$ cat config.mk
export PLATFORM = sky130hd
export DESIGN_NAME = flash_host_ctrl
export DESIGN_NICKNAME = d
export VERILOG_FILES = /design/src/inc/flash_host_pkg.sv /design/src/inc/flash_cycle_if.sv /design/src/hdl/flash_bus_cycle.sv /design/src/hdl/flash_host_ctrl.sv
export SDC_FILE = /design/constraint.sdc
export NUM_CORES = 1
export LEC_CHECK = 0
export BUFFER_PORTS_ARGS = -buffer_cell sky130_fd_sc_hd__buf_2
export CAP_MARGIN = 20
export CORE_ASPECT_RATIO = 0.7
export CORE_MARGIN = 2
export CORE_UTILIZATION = 35
export CTS_CLUSTER_SIZE = 20
export DETAILED_ROUTE_END_ITERATION = 10
export PLACE_DENSITY = 0.62
export SLEW_MARGIN = 20
export SYNTH_ARGS = -nofsm -noshare
export SYNTH_HDL_FRONTEND = slang
export SYNTH_SLANG_ARGS = --single-unit
$ cat constraint.sdc
create_clock -name i_clk -period 2.7 [get_ports i_clk]
set_clock_uncertainty 0.2 [all_clocks]
set_input_delay 0.54 -clock i_clk [delete_from_list [all_inputs] [get_ports i_clk]]
set_output_delay 0.54 -clock i_clk [all_outputs]
set_load 0.01 [all_outputs]
$ cat src/inc/flash_host_pkg.sv
// Purpose: shared constants, opcodes and types of the parallel flash controller
// Assumes: 250 MHz system clock, word-wide flash data bus
// Notes: bus timing figures are plain defaults, adjust to the part in use
package flash_host_pkg;

  localparam int CLK_MHZ = 250;
  localparam int ADDR_W = 20;
  localparam int DATA_W = 16;

  // pin timing in ns and derived clock counts (least times round up)
  localparam int WE_LOW_NS = 35;
  localparam int WE_HIGH_NS = 20;
  localparam int RD_ACC_NS = 70;

  function automatic int ns_to_cyc(input int ns);
    int c;
    c = (ns * CLK_MHZ + 999) / 1000;
    return (c < 1) ? 1 : c;
  endfunction

  localparam int WE_LOW_CYC = ns_to_cyc(WE_LOW_NS);
  localparam int WE_HIGH_CYC = ns_to_cyc(WE_HIGH_NS);
  localparam int RD_ACC_CYC = ns_to_cyc(RD_ACC_NS);

  // register offsets of the controller's own port
  localparam logic [7:0] REG_CMD = 8'h00;
  localparam logic [7:0] REG_ADDR = 8'h04;
  localparam logic [7:0] REG_WDATA = 8'h08;
  localparam logic [7:0] REG_CFG = 8'h0C;
  localparam logic [7:0] REG_STATUS = 8'h10;
  localparam logic [7:0] REG_RDATA = 8'h14;

  // config bits
  localparam int CFG_BYTE = 0;
  localparam int CFG_AUTOPOLL = 1;
  localparam int CFG_HWRST = 2;
  localparam logic [2:0] CFG_RESET = 3'h2;

  // status bits
  localparam int ST_BUSY = 0;
  localparam int ST_DONE = 1;
  localparam int ST_FAIL = 2;
  localparam int ST_REFUSED = 3;
  localparam int ST_BYPASS = 4;
  localparam int ST_ERASE = 5;
  localparam int ST_SUSP = 6;
  localparam int ST_PROT = 7;
  localparam int ST_W = 8;

  // flash data bit positions
  localparam int POLL_BIT = 7;
  localparam int TOUT_BIT = 5;

  // command data bytes
  localparam logic [7:0] CMD_UNLK1 = 8'hAA;
  localparam logic [7:0] CMD_UNLK2 = 8'h55;
  localparam logic [7:0] CMD_RESET = 8'hF0;
  localparam logic [7:0] CMD_AUTOSEL = 8'h90;
  localparam logic [7:0] CMD_EXIT2 = 8'h00;
  localparam logic [7:0] CMD_QUERY = 8'h98;
  localparam logic [7:0] CMD_PROG = 8'hA0;
  localparam logic [7:0] CMD_BYPASS = 8'h20;
  localparam logic [7:0] CMD_ERASE = 8'h80;
  localparam logic [7:0] CMD_CHIP = 8'h10;
  localparam logic [7:0] CMD_SECT = 8'h30;
  localparam logic [7:0] CMD_SUSP = 8'hB0;
  localparam logic [7:0] CMD_SSEC = 8'h88;

  // unlock and query addresses, word and byte mode
  localparam logic [11:0] A_UNLK1_W = 12'h0555;
  localparam logic [11:0] A_UNLK1_B = 12'h0AAA;
  localparam logic [11:0] A_UNLK2_W = 12'h02AA;
  localparam logic [11:0] A_UNLK2_B = 12'h0555;
  localparam logic [11:0] A_QRY_W = 12'h0055;
  localparam logic [11:0] A_QRY_B = 12'h00AA;
  localparam logic [11:0] A_PROT_W = 12'h0002;
  localparam logic [11:0] A_PROT_B = 12'h0004;
  localparam int SECT_LSB = 12;

  typedef enum logic [4:0] {
    OP_READ, OP_RESET, OP_AUTOSEL, OP_PROT_VERIFY, OP_QUERY, OP_PROGRAM,
    OP_BYP_ENTER, OP_BYP_PROG, OP_BYP_EXIT, OP_CHIP_ERASE, OP_SECT_ERASE,
    OP_SECT_ADD, OP_SUSPEND, OP_RESUME, OP_SS_ENTER, OP_SS_EXIT, OP_POLL
  } op_e;

  typedef enum logic [2:0] {
    AK_ANY, AK_UNLK1, AK_UNLK2, AK_QRY, AK_USER, AK_SECT, AK_PROT
  } akind_e;

  typedef struct packed {
    akind_e kind;
    logic [7:0] data;
    logic user_data;
    logic rd;
    logic last;
  } step_s;

endpackage

$ cat src/inc/flash_cycle_if.sv
// Purpose: carries one flash bus cycle request and its answer
// Assumes: req is a one-cycle pulse, ack a one-cycle pulse
// Notes: rdata is valid only with ack of a read
`timescale 1ns/1ps
interface flash_cycle_if;
  import flash_host_pkg::*;
  logic req;
  logic wr;
  logic [ADDR_W-1:0] addr;
  logic [DATA_W-1:0] wdata;
  logic ack;
  logic [DATA_W-1:0] rdata;
  modport master (output req, output wr, output addr, output wdata, input ack, input rdata);
  modport engine (input req, input wr, input addr, input wdata, output ack, output rdata);
endinterface

$ cat src/hdl/flash_bus_cycle.sv
// Purpose: drives one asynchronous write or read cycle on the flash pins
// Assumes: flash data input is asynchronous to i_clk
// Notes: address and data stay stable over the whole strobe
`timescale 1ns/1ps
module flash_bus_cycle
  import flash_host_pkg::*;
#(
  parameter int WE_LOW = WE_LOW_CYC,
  parameter int WE_HIGH = WE_HIGH_CYC,
  parameter int RD_ACC = RD_ACC_CYC
) (
  // clock and reset
  input wire logic i_clk,
  input wire logic i_rst_b,
  // request side
  flash_cycle_if.engine cyc,
  // flash pins
  output logic [ADDR_W-1:0] o_addr,
  output logic [DATA_W-1:0] o_dq_o,
  output logic o_dq_oe,
  output logic o_ce_b,
  output logic o_oe_b,
  output logic o_we_b,
  input wire logic [DATA_W-1:0] i_dq
);

  typedef enum logic [1:0] {C_IDLE, C_SETUP, C_STROBE, C_HOLD} cst_e;
  cst_e st_q;
  logic [7:0] cnt_q;
  logic wr_q;
  logic [DATA_W-1:0] s1_q, s2_q, s3_q;

  // three-stage sampler; only s2/s3 are compared
  always_ff @(posedge i_clk or negedge i_rst_b) begin
    if (!i_rst_b) begin
      s1_q <= '0;
      s2_q <= '0;
      s3_q <= '0;
    end else begin
      s1_q <= i_dq;
      s2_q <= s1_q;
      s3_q <= s2_q;
    end
  end

  // cycle sequencer: address latched at strobe fall, data at strobe rise
  always_ff @(posedge i_clk or negedge i_rst_b) begin
    if (!i_rst_b) begin
      st_q <= C_IDLE;
      cnt_q <= '0;
      wr_q <= 1'b0;
      o_addr <= '0;
      o_dq_o <= '0;
      o_dq_oe <= 1'b0;
      o_ce_b <= 1'b1;
      o_oe_b <= 1'b1;
      o_we_b <= 1'b1;
      cyc.ack <= 1'b0;
      cyc.rdata <= '0;
    end else begin
      cyc.ack <= 1'b0;
      case (st_q)
        C_IDLE: begin
          if (cyc.req) begin
            wr_q <= cyc.wr;
            o_addr <= cyc.addr;
            o_dq_o <= cyc.wdata;
            o_dq_oe <= cyc.wr;
            o_ce_b <= 1'b0;
            st_q <= C_SETUP;
          end
        end
        C_SETUP: begin
          o_we_b <= ~wr_q;
          o_oe_b <= wr_q;
          cnt_q <= '0;
          st_q <= C_STROBE;
        end
        C_STROBE: begin
          cnt_q <= cnt_q + 8'd1;
          if (wr_q && cnt_q >= 8'(WE_LOW - 1)) begin
            o_we_b <= 1'b1; // data taken here, still driven
            cnt_q <= '0;
            st_q <= C_HOLD;
          end else if (!wr_q && cnt_q >= 8'(RD_ACC + 1) && s2_q == s3_q) begin
            // wait for the sampler to settle, a changing poll bit just delays us
            cyc.rdata <= s3_q;
            o_oe_b <= 1'b1;
            cnt_q <= '0;
            st_q <= C_HOLD;
          end
        end
        C_HOLD: begin
          o_ce_b <= 1'b1;
          cnt_q <= cnt_q + 8'd1;
          if (cnt_q >= 8'(WE_HIGH - 1)) begin
            o_dq_oe <= 1'b0;
            cyc.ack <= 1'b1;
            st_q <= C_IDLE;
          end
        end
        default: st_q <= C_IDLE;
      endcase
    end
  end

endmodule

$ cat src/hdl/flash_host_ctrl.sv
// Purpose: host-side controller issuing command sequences to a parallel NOR flash
// Assumes: software drives a simple register port, one command at a time
// Notes: status polling uses the completion and timeout bits of the read data
//
// Strobed register access and the register offsets are this design's own decisions.
`timescale 1ns/1ps
module flash_host_ctrl
  import flash_host_pkg::*;
(
  // clock and reset
  input wire logic i_clk,
  input wire logic i_rst_b,
  // register port
  input wire logic [7:0] i_reg_addr,
  input wire logic [31:0] i_reg_wdata,
  input wire logic i_reg_wr,
  input wire logic i_reg_rd,
  output logic [31:0] o_reg_rdata,
  // flash pins
  output logic [ADDR_W-1:0] o_flash_addr,
  output logic [DATA_W-1:0] o_flash_dq_o,
  output logic o_flash_dq_oe,
  output logic o_flash_ce_b,
  output logic o_flash_oe_b,
  output logic o_flash_we_b,
  output logic o_flash_reset_b,
  input wire logic [DATA_W-1:0] i_flash_dq
);

  typedef enum logic [2:0] {
    S_IDLE, S_SEQ, S_SEQW, S_POLL, S_POLLW, S_RECHKW, S_FINW, S_RECOVW
  } st_e;

  flash_cycle_if cyc ();

  st_e st_q;
  op_e op_q;
  logic [2:0] idx_q;
  logic [ADDR_W-1:0] addr_q;
  logic [DATA_W-1:0] wdata_q;
  logic [DATA_W-1:0] rdata_q;
  logic [2:0] cfg_q;
  logic done_q, fail_q, refused_q, prot_q;
  logic bypass_q, erase_q, susp_q;
  logic poll_exp_q;
  logic [ADDR_W-1:0] poll_addr_q;
  logic req_q, wr_q;
  logic [ADDR_W-1:0] caddr_q;
  logic [DATA_W-1:0] cdata_q;
  logic cmd_wr;
  op_e cmd_op;
  logic cmd_ok;
  step_s step;
  logic [ST_W-1:0] status;

  // one row of a command sequence
  function automatic step_s seq_step(input op_e op, input logic [2:0] idx);
    step_s s;
    s = '{AK_ANY, CMD_RESET, 1'b0, 1'b0, 1'b1};
    if (idx == 3'd0) begin
      s = '{AK_UNLK1, CMD_UNLK1, 1'b0, 1'b0, 1'b0};
    end else if (idx == 3'd1) begin
      s = '{AK_UNLK2, CMD_UNLK2, 1'b0, 1'b0, 1'b0};
    end
    case (op)
      OP_READ: s = '{AK_USER, 8'h00, 1'b0, 1'b1, 1'b1};
      OP_RESET: s = '{AK_ANY, CMD_RESET, 1'b0, 1'b0, 1'b1};
      OP_AUTOSEL, OP_PROT_VERIFY: begin
        if (idx == 3'd2) s = '{AK_UNLK1, CMD_AUTOSEL, 1'b0, 1'b0, 1'b0};
        if (idx == 3'd3) begin
          // fourth cycle reads
          s = '{(op == OP_AUTOSEL) ? AK_USER : AK_PROT, 8'h00, 1'b0, 1'b1, 1'b1};
        end
      end
      OP_QUERY: s = '{AK_QRY, CMD_QUERY, 1'b0, 1'b0, 1'b1};
      OP_PROGRAM: begin
        if (idx == 3'd2) s = '{AK_UNLK1, CMD_PROG, 1'b0, 1'b0, 1'b0};
        if (idx == 3'd3) s = '{AK_USER, 8'h00, 1'b1, 1'b0, 1'b1};
      end
      OP_BYP_ENTER: if (idx == 3'd2) s = '{AK_UNLK1, CMD_BYPASS, 1'b0, 1'b0, 1'b1};
      OP_BYP_PROG: begin
        if (idx == 3'd0) s = '{AK_ANY, CMD_PROG, 1'b0, 1'b0, 1'b0};
        if (idx == 3'd1) s = '{AK_USER, 8'h00, 1'b1, 1'b0, 1'b1};
      end
      OP_BYP_EXIT: begin
        if (idx == 3'd0) s = '{AK_ANY, CMD_AUTOSEL, 1'b0, 1'b0, 1'b0};
        if (idx == 3'd1) s = '{AK_ANY, CMD_EXIT2, 1'b0, 1'b0, 1'b1};
      end
      OP_CHIP_ERASE, OP_SECT_ERASE: begin
        if (idx == 3'd2) s = '{AK_UNLK1, CMD_ERASE, 1'b0, 1'b0, 1'b0};
        if (idx == 3'd3) s = '{AK_UNLK1, CMD_UNLK1, 1'b0, 1'b0, 1'b0};
        if (idx == 3'd4) s = '{AK_UNLK2, CMD_UNLK2, 1'b0, 1'b0, 1'b0};
        if (idx == 3'd5) begin
          s = (op == OP_CHIP_ERASE) ? step_s'{AK_UNLK1, CMD_CHIP, 1'b0, 1'b0, 1'b1}
                                    : step_s'{AK_SECT, CMD_SECT, 1'b0, 1'b0, 1'b1};
        end
      end
      OP_SECT_ADD: s = '{AK_SECT, CMD_SECT, 1'b0, 1'b0, 1'b1};
      OP_SUSPEND: s = '{AK_ANY, CMD_SUSP, 1'b0, 1'b0, 1'b1};
      OP_RESUME: s = '{AK_ANY, CMD_SECT, 1'b0, 1'b0, 1'b1};
      OP_SS_ENTER: if (idx == 3'd2) s = '{AK_UNLK1, CMD_SSEC, 1'b0, 1'b0, 1'b1};
      OP_SS_EXIT: begin
        if (idx == 3'd2) s = '{AK_UNLK1, CMD_AUTOSEL, 1'b0, 1'b0, 1'b0};
        if (idx == 3'd3) s = '{AK_ANY, CMD_EXIT2, 1'b0, 1'b0, 1'b1};
      end
      default: s = '{AK_ANY, CMD_RESET, 1'b0, 1'b0, 1'b1};
    endcase
    return s;
  endfunction

  // pin address of a step; unlock and query cycles keep upper bits at zero, sector steps keep the sector bits
  function automatic logic [ADDR_W-1:0] step_addr(input akind_e k, input logic byte_m,
                                                   input logic [ADDR_W-1:0] ua);
    logic [ADDR_W-1:0] a;
    a = '0;
    case (k)
      AK_UNLK1: a = ADDR_W'(byte_m ? A_UNLK1_B : A_UNLK1_W);
      AK_UNLK2: a = ADDR_W'(byte_m ? A_UNLK2_B : A_UNLK2_W);
      AK_QRY: a = ADDR_W'(byte_m ? A_QRY_B : A_QRY_W);
      AK_USER: a = ua;
      AK_SECT: a = {ua[ADDR_W-1:SECT_LSB], {SECT_LSB{1'b0}}};
      AK_PROT: a = {ua[ADDR_W-1:SECT_LSB], byte_m ? A_PROT_B : A_PROT_W};
      default: a = '0;
    endcase
    return a;
  endfunction

  function automatic logic is_prog(input op_e op);
    return (op == OP_PROGRAM) || (op == OP_BYP_PROG);
  endfunction

  assign step = seq_step(op_q, idx_q);
  assign cmd_wr = i_reg_wr && (i_reg_addr == REG_CMD);
  assign cmd_op = op_e'(i_reg_wdata[4:0]);

  // commands the flash would not act on in the present mode are refused here
  always_comb begin
    cmd_ok = (st_q == S_IDLE);
    case (cmd_op)
      OP_BYP_PROG, OP_BYP_EXIT: cmd_ok = cmd_ok && bypass_q;
      OP_QUERY: cmd_ok = cmd_ok && !bypass_q && !erase_q;
      OP_SUSPEND: cmd_ok = cmd_ok && erase_q && !susp_q;
      OP_RESUME: cmd_ok = cmd_ok && susp_q;
      OP_SECT_ADD: cmd_ok = cmd_ok && erase_q && !susp_q;
      OP_POLL: cmd_ok = cmd_ok && (erase_q || is_prog(op_q));
      OP_PROGRAM, OP_READ, OP_RESET, OP_AUTOSEL, OP_PROT_VERIFY: cmd_ok = cmd_ok;
      OP_BYP_ENTER, OP_CHIP_ERASE, OP_SECT_ERASE, OP_SS_ENTER, OP_SS_EXIT: begin
        cmd_ok = cmd_ok && !erase_q;
      end
      default: cmd_ok = 1'b0;
    endcase
  end

  // plain configuration and operand registers
  always_ff @(posedge i_clk or negedge i_rst_b) begin
    if (!i_rst_b) begin
      cfg_q <= CFG_RESET;
      addr_q <= '0;
      wdata_q <= '0;
    end else if (i_reg_wr) begin
      if (i_reg_addr == REG_CFG) cfg_q <= i_reg_wdata[2:0];
      if (i_reg_addr == REG_ADDR) addr_q <= i_reg_wdata[ADDR_W-1:0];
      if (i_reg_addr == REG_WDATA) wdata_q <= i_reg_wdata[DATA_W-1:0];
    end
  end

  // hardware reset pin follows its config bit
  always_ff @(posedge i_clk or negedge i_rst_b) begin
    if (!i_rst_b) begin
      o_flash_reset_b <= 1'b1;
    end else begin
      o_flash_reset_b <= ~cfg_q[CFG_HWRST];
    end
  end

  // read port, data one cycle after the strobe, unmapped reads zero
  assign status = {prot_q, susp_q, erase_q, bypass_q, refused_q, fail_q, done_q,
                   st_q != S_IDLE};
  always_ff @(posedge i_clk or negedge i_rst_b) begin
    if (!i_rst_b) begin
      o_reg_rdata <= '0;
    end else begin
      o_reg_rdata <= '0;
      if (i_reg_rd) begin
        case (i_reg_addr)
          REG_CMD: o_reg_rdata <= 32'(op_q);
          REG_ADDR: o_reg_rdata <= 32'(addr_q);
          REG_WDATA: o_reg_rdata <= 32'(wdata_q);
          REG_CFG: o_reg_rdata <= 32'(cfg_q);
          REG_STATUS: o_reg_rdata <= 32'(status);
          REG_RDATA: o_reg_rdata <= 32'(rdata_q);
          default: o_reg_rdata <= '0;
        endcase
      end
    end
  end

  // cycle requests to the pin engine
  assign cyc.req = req_q;
  assign cyc.wr = wr_q;
  assign cyc.addr = caddr_q;
  assign cyc.wdata = cdata_q;

  // main sequencer: command rows, then completion polling
  always_ff @(posedge i_clk or negedge i_rst_b) begin
    if (!i_rst_b) begin
      st_q <= S_IDLE;
      op_q <= OP_READ;
      idx_q <= '0;
      req_q <= 1'b0;
      wr_q <= 1'b0;
      caddr_q <= '0;
      cdata_q <= '0;
      rdata_q <= '0;
      poll_exp_q <= 1'b1;
      poll_addr_q <= '0;
      done_q <= 1'b0;
      fail_q <= 1'b0;
      refused_q <= 1'b0;
      prot_q <= 1'b0;
    end else begin
      req_q <= 1'b0;
      case (st_q)
        S_IDLE: begin
          if (cmd_wr && cmd_ok) begin
            op_q <= (cmd_op == OP_POLL) ? op_q : cmd_op;
            idx_q <= '0;
            done_q <= 1'b0;
            fail_q <= 1'b0;
            refused_q <= 1'b0;
            st_q <= (cmd_op == OP_POLL) ? S_POLL : S_SEQ;
          end else if (cmd_wr) begin
            refused_q <= 1'b1;
          end
        end
        S_SEQ: begin
          req_q <= 1'b1;
          wr_q <= ~step.rd;
          caddr_q <= step_addr(step.kind, cfg_q[CFG_BYTE], addr_q);
          // command bytes leave the upper data byte at zero
          cdata_q <= step.user_data ? wdata_q : DATA_W'(step.data);
          st_q <= S_SEQW;
        end
        S_SEQW: begin
          if (cyc.ack) begin
            if (step.rd) begin
              rdata_q <= cyc.rdata;
              if (op_q == OP_PROT_VERIFY) prot_q <= cyc.rdata[0];
            end
            if (!step.last) begin
              idx_q <= idx_q + 3'd1;
              st_q <= S_SEQ;
            end else if (is_prog(op_q) || op_q == OP_CHIP_ERASE || op_q == OP_SECT_ERASE) begin
              // program expects true bit 7, erase expects 1
              poll_exp_q <= is_prog(op_q) ? wdata_q[POLL_BIT] : 1'b1;
              poll_addr_q <= is_prog(op_q) ? addr_q
                           : step_addr(AK_SECT, cfg_q[CFG_BYTE], addr_q);
              st_q <= cfg_q[CFG_AUTOPOLL] ? S_POLL : S_IDLE;
              done_q <= ~cfg_q[CFG_AUTOPOLL];
            end else begin
              st_q <= S_IDLE;
              done_q <= 1'b1;
            end
          end
        end
        S_POLL: begin
          req_q <= 1'b1;
          wr_q <= 1'b0;
          caddr_q <= poll_addr_q;
          st_q <= S_POLLW;
        end
        S_POLLW, S_RECHKW: begin
          if (cyc.ack) begin
            req_q <= 1'b1; // next cycle goes out at once, a read or the recovery reset write
            if (cyc.rdata[POLL_BIT] == poll_exp_q) begin
              // bit 7 may lead bits 6..0, take data next read
              st_q <= S_FINW;
            end else if (st_q == S_RECHKW) begin
              // still not done after timeout bit: recover with reset
              wr_q <= 1'b1;
              caddr_q <= '0;
              cdata_q <= DATA_W'(CMD_RESET);
              st_q <= S_RECOVW;
            end else if (cyc.rdata[TOUT_BIT]) begin
              st_q <= S_RECHKW;
            end
          end
        end
        S_FINW: begin
          if (cyc.ack) begin
            rdata_q <= cyc.rdata;
            done_q <= 1'b1;
            st_q <= S_IDLE;
          end
        end
        S_RECOVW: begin
          if (cyc.ack) begin
            fail_q <= 1'b1;
            done_q <= 1'b1;
            st_q <= S_IDLE;
          end
        end
        default: st_q <= S_IDLE;
      endcase
    end
  end

  // mode tracking mirrors what the flash believes it is in
  always_ff @(posedge i_clk or negedge i_rst_b) begin
    if (!i_rst_b) begin
      bypass_q <= 1'b0;
      erase_q <= 1'b0;
      susp_q <= 1'b0;
    end else if (!o_flash_reset_b || st_q == S_RECOVW) begin
      // a reset pulse or the recovery reset write drops every mode
      bypass_q <= 1'b0;
      erase_q <= 1'b0;
      susp_q <= 1'b0;
    end else if (st_q == S_SEQW && cyc.ack && step.last) begin
      case (op_q)
        OP_BYP_ENTER: bypass_q <= 1'b1;
        OP_BYP_EXIT, OP_RESET: bypass_q <= 1'b0;
        OP_SECT_ERASE: erase_q <= 1'b1;
        OP_SUSPEND: susp_q <= 1'b1;
        OP_RESUME: susp_q <= 1'b0;
        default: bypass_q <= bypass_q;
      endcase
    end else if (st_q == S_FINW && cyc.ack && !is_prog(op_q)) begin
      erase_q <= 1'b0; // erase finished or all sectors protected
    end
  end

  flash_bus_cycle u_cycle (
    .i_clk(i_clk),
    .i_rst_b(i_rst_b),
    .cyc(cyc.engine),
    .o_addr(o_flash_addr),
    .o_dq_o(o_flash_dq_o),
    .o_dq_oe(o_flash_dq_oe),
    .o_ce_b(o_flash_ce_b),
    .o_oe_b(o_flash_oe_b),
    .o_we_b(o_flash_we_b),
    .i_dq(i_flash_dq)
  );

endmodule

Word-level counts from Yosys, hierarchy flattened:

Cells that the tools add are included.

* add/sub/neg operators: 2
* $mul: 0
* divide/modulo/power cells: 0
* order comparisons: 3
* equal/unequal tests: 78
* shifts and indexed selects: 0
* muxes and demuxes: 104
* bitwise logic cells: 6
* reductions and logical operators: 83

Operators by type and width (number)
* $pmux W20 S6: 2
* $mux W14: 17
* $pmux W14 S13: 1
* $mux W16: 7
* $eq A5 B4 Y1 const B: 16
* $mux W20: 4
* $pmux W16 S2: 2
* $pmux W20 S3: 1
* $eq A5 B3 Y1 const B: 8
* $mux W3: 11
* $mux W1: 28
* $eq A3 B3 Y1 const B: 9
* $mux W12: 2
* $mux W8: 3
* $pmux W8 S3: 1
* $reduce_and A4 Y1: 6
* $reduce_bool A3 Y1: 7
* $eq A5 B2 Y1 const B: 4
* $reduce_and A2 Y1: 10
* $eq A3 B2 Y1 const B: 6
* $mux W2: 9
* $ne A2 B1 Y1 const B: 9
* $pmux W3 S6: 1
* $reduce_and A3 Y1: 6
* 38 further kinds: 106

* register bits after elaboration: 281
* latch bits: 0
* memory bits (writable): 0
* memory bits (read-only): 0
* input bits: 60
* output and inout bits: 73
* memories kept: 0

Longest topological paths before layout:

Gate-level depths: netlist of run 1.

* depth in word-level cells: 11
* gate-level depth with buffers: 12
* depth with buffers taken out: 9

By module:

From an unflattened synthesis of run 1, not the netlist that was laid out.

* cell total of the unflattened synthesis: 1033
* area total of the unflattened synthesis: 12174.2 um^2

Modules (own cells, without submodules)
* flash_host_ctrl: times used 1, cells an instance 752, area each 7916.3 um^2, seq. area each 3832.4 um^2
* flash_bus_cycle: times used 1, cells an instance 281, area each 4257.8 um^2, seq. area each 2906.5 um^2

Worst setup path before layout of run 1:

OpenSTA, ideal clock, no wires.

* path kind: register -> register
* start point: register idx_q[2]
* end point: register caddr_q[10]
* setup time: 0.126 ns
* arrival time: 2.515 ns
* data required time: 2.374 ns
* setup slack: -0.141 ns
* cell stages (with the launch flop): 11
* path buffers: 2
* period minus slack after synthesis: 2.841 ns
* cells stage by stage: dfrtp_1 buf_2 clkinv_1 ha_1 buf_1 o22ai_1 a221oi_4 o211ai_4 o21ba_2 and2_1 a311o_1

* longest elaborated chain between the ends: 11

Ends and longest elaborated chain
* from (decl): RTL line flash_host_ctrl.sv:38 `logic [2:0] idx_q;`
* from (signal assigned): RTL line flash_host_ctrl.sv:251 `idx_q <= idx_q + 3'd1;`
* $eq A3 B1 Y1: RTL line flash_host_ctrl.sv:62, flash_host_ctrl.sv:83, flash_host_ctrl.sv:87
* $mux W13: RTL line flash_host_ctrl.sv:62 `end else if (idx == 3'd1) begin`
* $mux W14: RTL line flash_host_ctrl.sv:60 `if (idx == 3'd0) begin`
* $mux W14: RTL line flash_host_ctrl.sv:90 `if (idx == 3'd2) s = '{AK_UNLK1, CMD_ERASE, 1'b0, 1'b0, 1'b0};`
* $mux W14: RTL line flash_host_ctrl.sv:91 `if (idx == 3'd3) s = '{AK_UNLK1, CMD_UNLK1, 1'b0, 1'b0, 1'b0};`
* $mux W14: RTL line flash_host_ctrl.sv:92 `if (idx == 3'd4) s = '{AK_UNLK2, CMD_UNLK2, 1'b0, 1'b0, 1'b0};`
* $mux W14: RTL line flash_host_ctrl.sv:93 `if (idx == 3'd5) begin`
* $pmux W14 S13 *: RTL line flash_host_ctrl.sv:65 `case (op)`
* $eq A3 B3 Y1, or another cell as far along: RTL line flash_host_ctrl.sv:116 `case (k)`
* $pmux W20 S6 *: RTL line flash_host_ctrl.sv:116
* $pmux W20 S3 *: RTL line flash_host_ctrl.sv:223 `case (st_q)`
* to (signal assigned): RTL line flash_host_ctrl.sv:239 `caddr_q <= step_addr(step.kind, cfg_q[CFG_BYTE], addr_q);`
* to (signal assigned): RTL line flash_host_ctrl.sv:269 `caddr_q <= poll_addr_q;`
* to (decl): RTL line flash_host_ctrl.sv:48 `logic [ADDR_W-1:0] caddr_q;`

Every way passes the cells marked *; elsewhere a longest branch is shown, timed or not.
A chain may end at the register's enable or synchronous reset.

Final worst setup path of run 1:

* start point: register idx_q[0]
* end point: register caddr_q[11]

The elaborated chain is that of the path after synthesis.

==> results of run 1 <==
[power by group]
part	switching, mW	leakage [nW]	internal (mW)
registers	0.0651	3.59	4.10
logic	0.169	3.37	0.103
clock network	1.56	0.423	2.12
total	1.80	7.38	6.32
[repair_timing]
item / 4_1_cts / 5_1_grt
endpoints found under the setup margin: 41 / 52
endpoints found under the hold margin: 248 / 0
cloned: 0 / 1
gates resized for setup: 19 / 50
pin swaps: 11 / 46
setup buffers: 5 / 6
hold buffers: 17 / 0
[registers in the layout (all words and copies together), names as in the netlist, 20 cells and up]
register and count:
caddr_q 20, u_cycle.o_addr 20, poll_addr_q 20, addr_q 20, o_reg_rdata 20
[cell families after synthesis]
kind of cell    share of synthesized area [%]
mux                                      12.1
flops                                    56.0
other cells                            0.0312
xor+xnor                                 1.82
fa+ha+maj                                1.14
buf+inv                                  3.79
compound gates                           14.3
simple gates                             10.9
[critical path: cells and delay by family, from the launching register on]
kind | cells | cell delay, ns
AO/OA/AOI/OAI | 6 | 1.50
adder cells (fa/ha/maj) | 2 | 0.32
flip-flops | 1 | 0.43
AND/OR/NAND/NOR | 1 | 0.19
[layer usage]
layer	routed length [microns]	vias up	part of all wire, %
met1	16300	4493	50
met5	0	-	0
met2	13800	245	42
met4	605	0	1.9
li1	-	4193	-
met3	1840	40	5.6
[final cells by class]
cell class | count | area (sq um) | area share, %
inverter | 31 | 126 | 0.822
clock inverter | 12 | 129 | 0.839
multi-input combinational | 670 | 5170 | 33.7
clock buffer | 35 | 736 | 4.79
tap | 464 | 581 | 3.78
sequential | 269 | 6740 | 43.9
timing repair buffer | 257 | 1870 | 12.2
antenna | 4 | 10.0 | 0.0651
[cell usage after synthesis (all sizes together), types with 18 or more instances]
master  number
dfrtp      263
mux2       115
nor2        76
nand2       66
o21ai       52
a21oi       37
buf         34
clkbuf      33
inv         30
a22o        26
xor2        21
a22oi       18
nand3       18
nor3        18
[through the flow]
stage                     hold WS, ns  setup slack, ns  area (sq um)  power, mW  cells
after detailed placement        0.135           -0.188         13900       4.49   1662
after global placement          0.135           -0.126         13900       4.48   1662
final                          0.0384          -0.0690         15400       8.11   1742
after global routing           0.0269           -0.155         15400       8.40   1742
after CTS                      0.0188           -0.108         15100       8.20   1731
after floorplan                0.0444          0.00635         12100       4.31   1037
[path summary, 6_finish.rpt]
kind                       cells after the start             from  slack, ns              end
min in group asynchronous                      2          i_rst_b       0.21         idx_q[1]
max in group asynchronous                      3          i_rst_b       1.36  o_reg_rdata[12]
min reg2reg                                    0  u_cycle.s1_q[4]       0.15  u_cycle.s2_q[4]
max reg2reg                                    9         idx_q[0]      -0.07      caddr_q[11]
max                                            9         idx_q[0]      -0.07      caddr_q[11]
min                                            2  i_reg_wdata[17]       0.04       addr_q[17]
==> metrics, run 1 <==
GPL Wtd Cong=just over 0.9; first-pass GRT wire length=51500 microns; crit-path cells=ha_4 > ha_4 > and3b_1 > o311a_4 > a221oi_4 > o211ai_4 > o21ba_4 > a32oi_1 > o21ai_1; DR iter-0 viols=about 800; total grt overflow=0; Worst setup SP type=flip-flop; WP data arrival=roughly 3.0 ns; Most common cell on crit path=ha_4; Final Util=45.6%; worst vdd ir=roughly 450 uV; TritonCTS clock tree=done; Worst Path Required=2.90 ns; TNS Setup=-0.344 ns; leakage power=~7.4 nW; CORE AREA=33700 sq um; Rows=56; router iterations before antenna repair=6; Synth cell types=83; maximum clock insertion buffer count=3; fin nets=1326; fillers=3127; grt met1 use=about 28%; Die Footprint=35900 sq um; Synth area leader=dfrtp_1; met3 GRT Util=2.95%; Skew-Pair Late Insertion Delay=0.54 ns; busiest layer in global routing=met1; Setup CP Type=flip-flop to flip-flop; Post-synth EDFFs=0; via/cell ratio=5.15; vias in the first global route=approximately 9k; most frequent cells in the layout=dfrtp_1 (262), buf_4 (115), buf_2 (107), mux2_2 (80), nor2_1 (72); RSZ-0062 raised after global routing=true; async set-reset flop share out of synthesis=100%; drt total wl=32500 microns; synthesized flop and latch total=269; routed len/inst=18.7 microns; Initial Utilization=a little over a third; fin crit period=2.77 ns; max-cap viol count=0; Root Driver=clkbuf_16; pin count of the biggest net entering global routing=83; Max Freq=361 MHz; dpl hpwl=24200 microns; register area share after synthesis=between 50 and 60%; Worst Tran Pin Value=0.716 ns; Final setup viols=14; CP max FO=5; GR Util All Layers=about 18%; via count=8971; Hold Crit Class=primary input to flip-flop; syn avg cell area=11.7 sq um; antenna-violating nets left=0; relative slew slack=51.0%; Area Overhead vs Synth=27.7%; status=finished, violations left; I/O Buffers=about 110; most common cell after layout, fill and taps aside=dfrtp_1; Die Y=roughly 160 microns; Area contributors post-synth=dfrtp_1 (55%), mux2_2 (7.5%), mux2_1 (2.6%); final worst path period share=103%; # IOs=133; failing checks=setup timing; final slew viol count=0; clock transition at the registers of the reported paths=0.07 ns; initial antenna violation count=4; top-area cell type share of the netlist area=54.7%; CTS sink cnt=approximately 270; met2 Use GR=about a quarter; H-tree depth=1; residual DRC count=0; Ys Warns=0; die width=226 microns; Power Dens Cells=528 nW/um^2; layout cell share with drive strength beyond 1=35.0%; cell area after synthesis=around 12000 sq um; final hold violations=0; CP Capture Type=flip-flop; Gate Count Post-Synth=1026; main flop type after synthesis=dfrtp_1; final worst slack=-0.0690 ns; CTS Buf Count=26; Slowest-stage cell, CP=dfrtp_1; longest individual stage delay on the worst path=0.43 ns
Power figures use the tool's default switching activity.
==> run 2: changes to the inputs <==
--- a/config.mk
+++ b/config.mk
@@ -9,10 +9,10 @@
 export CAP_MARGIN = 20
 export CORE_ASPECT_RATIO = 0.7
 export CORE_MARGIN = 2
-export CORE_UTILIZATION = 35
+export CORE_UTILIZATION = 51
 export CTS_CLUSTER_SIZE = 20
 export DETAILED_ROUTE_END_ITERATION = 10
-export PLACE_DENSITY = 0.62
+export PLACE_DENSITY = 0.82
 export SLEW_MARGIN = 20
 export SYNTH_ARGS = -nofsm -noshare
 export SYNTH_HDL_FRONTEND = slang
==> run 2 against run 1 <==
  * The run still ends with setup timing left
  * Combinational power grew 4%
  * Via count rose by 3.8%
  * Cell area decreased by 2.8%
  * Flip-flop and latch count unchanged
  * Critical path depth unchanged
  * Setup slack improved by 0.023 ns
  * Hold slack better by 0.0055 ns
  * Utilization increased by 20 points
  * First-iteration DRC count increased by 12%
  * Die area down 31%
  * Power is 0.22% higher
  * Critical path type unchanged
  * Critical endpoint is now caddr_q[8]
  * Largest power group unchanged
==> metrics, run 2 (synthesized netlist as in run 1, its figures left out) <==
status=finished, violations left; failing checks=setup timing; RR Endpoint=caddr_q[8]; via count=9313 (+3.8%); RSZ-0062 raised after global routing=true; initial antenna violation count=1 (-3); first-pass GRT wire length=51300 microns (-0.48%); antenna-violating nets left=0 (unchanged); HP Start=i_reg_wdata[14]; CORE AREA=22900 sq um (-32%); total grt overflow=0 (unchanged); die width=188 microns (-17%); H-tree depth=1 (unchanged); maximum clock insertion buffer count=3 (unchanged); routed len/inst=20.9 microns (+12%); final hold violations=0 (unchanged); fin nets=1302 (-1.8%); CP Capture Type=flip-flop; clock transition at the registers of the reported paths=0.07 ns (about the same); WHS Endpoint=wdata_q[14]; # IOs=133 (unchanged); worst vdd ir=572 uV (+26%); Psw=1.81 mW (+0.56%); Register-to-Register Path Depth=9 (unchanged); TritonCTS clock tree=done; fin crit period=2.75 ns (-0.0234 ns); Final Util=65.2% (+20 points); Power Dens Cells=544 nW/um^2 (+3.1%); hold depth=2 (unchanged); GPL Wtd Cong=0.933 (+1.0%); worst reg-to-reg setup slack=-0.05 ns (+0.02 ns); TNS Setup=-0.0872 ns (+0.257 ns); GR Util All Layers=26.1% (+7.8 points); vias in the first global route=9220 (+3.2%); Logic pwr share=3.5% (+0.2 points); pin count of the biggest net entering global routing=69 (-17%); final worst slack=-0.0455 ns (+0.0234 ns); final instance area=14900 sq um (-2.8%); CP max FO=5 (unchanged); I/O Buffers=108 (unchanged); Worst Tran Pin Value=0.573 ns (-0.143 ns); Initial Utilization=52.5% (+17 points); max-cap viol count=0 (unchanged); sequential share of power=51.2% (about the same); CTS Buf Count=25 (-3.8%); Cell Count, Final, Fillers Out=1563 (-10%); most common cell after layout, fill and taps aside=dfrtp_1; Final setup viols=2 (-12); Worst setup SP type=flip-flop; relative slew slack=61.3% (+10 points); Area Overhead vs Synth=24.2%; Critical R2R Launch=idx_q[1]; Root Driver=clkbuf_16; Cells after DPL=1491 (-10%); Pint=6.32 mW (+0.12%); leakage power=7.25 nW (-1.8%); Skew-Pair Late Insertion Delay=0.53 ns (about the same); Max Freq=364 MHz (+0.85%); dpl hpwl=23100 microns (-4.7%); most frequent cells in the layout=dfrtp_1 (259), buf_2 (107), buf_4 (93), mux2_2 (80), nor2_1 (72); final slew viol count=0 (unchanged); via/cell ratio=5.96 (+16%); CTS sink cnt=269 (unchanged); Worst Path Required=2.91 ns (about the same); final worst path period share=102% (-0.87 points); Die Footprint=24900 sq um (-31%); Die Y=133 microns (-17%); Setup CP Type=flip-flop to flip-flop; sw frac=22.2% (+0.076 points); drt total wl=32700 microns (+0.53%); router iterations before antenna repair=5 (-1); layout cell share with drive strength beyond 1=33.6% (-1.4 points); DR iter-0 viols=925 (+12%); Rows=46 (-18%); Hold Crit Class=primary input to flip-flop; WP data arrival=2.96 ns (about the same); residual DRC count=0 (unchanged); Clk pwr share=45.3% (about the same); Area after DPL=13600 sq um (-2.3%)
[run 2: worst max path at each step]
| stage | startpoint | end | slack [ns] |
|---|---|---|---|
| 2_1_floorplan | idx_q[1] | caddr_q[10] | 0.006 |
| 3_3_place_gp | i_reg_addr[1] | op_q[3] | -0.09 |
| 3_5_place_dp | idx_q[1] | caddr_q[6] | -0.12 |
| 4_1_cts | idx_q[0] | caddr_q[8] | -0.10 |
| 5_1_grt | idx_q[0] | caddr_q[10] | -0.14 |
| 6_report | idx_q[1] | caddr_q[8] | -0.05 |
[run 2: cell type report]
| type | count | area [sq um] |
|---|---|---|
| Clock inverter | 14 | 169 |
| Clock buffer | 32 | 692 |
| Multi-Input combinational cell | 670 | 5130 |
| Timing Repair Buffer | 234 | 1690 |
| Antenna cell | 1 | 2.50 |
| Inverter | 31 | 121 |
| Sequential cell | 269 | 6740 |
| Fill cell | 1772 | 7970 |
| Tap cell | 312 | 390 |
[run 2: routing by layer]
layer  vias to the layer above  part of all wire [%]  track usage, %
li1                       4141                     -               -
met1                      4627                    43            37.8
met2                       458                    46            40.4
met3                        87                   8.2            4.46
met4                         0                   2.8            8.14
met5                         -                     0               0
[run 2: through the flow]
stage	total power [mW]	worst slack, ns	hold slack [ns]
after floorplan	4.31	0.00635	0.0444
after global placement	4.47	-0.0910	0.134
after detailed placement	4.49	-0.123	0.135
after CTS	8.16	-0.102	0.0312
after global routing	8.40	-0.137	0.0328
final	8.13	-0.0455	0.0440
[run 2: critical path, cell delays in order (launching register included)]
cell      delay (ns)
dfrtp_1         0.41
ha_4            0.16
ha_4            0.16
and3b_1         0.20
o311a_4         0.38
a221oi_4        0.26
o211ai_4        0.14
o21ba_4         0.23
and2_4          0.16
a311o_1         0.30
[run 2: repair_timing]
| action | CTS | global route |
|---|---|---|
| pin swaps | 9 | 13 |
| buffers inserted | 2 | 6 |
| endpoints found under the setup margin | 28 | 54 |
| endpoints found under the hold margin | 76 | 0 |
| cloned | 0 | 0 |
| hold buffers | 17 | 0 |
| gates resized for setup | 21 | 37 |
[run 2: power by group through the flow]
stage | sequential, mW | combinational [mW] | clock [mW]
after floorplan | 4.21 | 0.104 | 0
after global placement | 4.23 | 0.246 | 0
after detailed placement | 4.23 | 0.255 | 0
after CTS | 4.16 | 0.278 | 3.73
after global routing | 4.17 | 0.313 | 3.92
final | 4.17 | 0.282 | 3.69
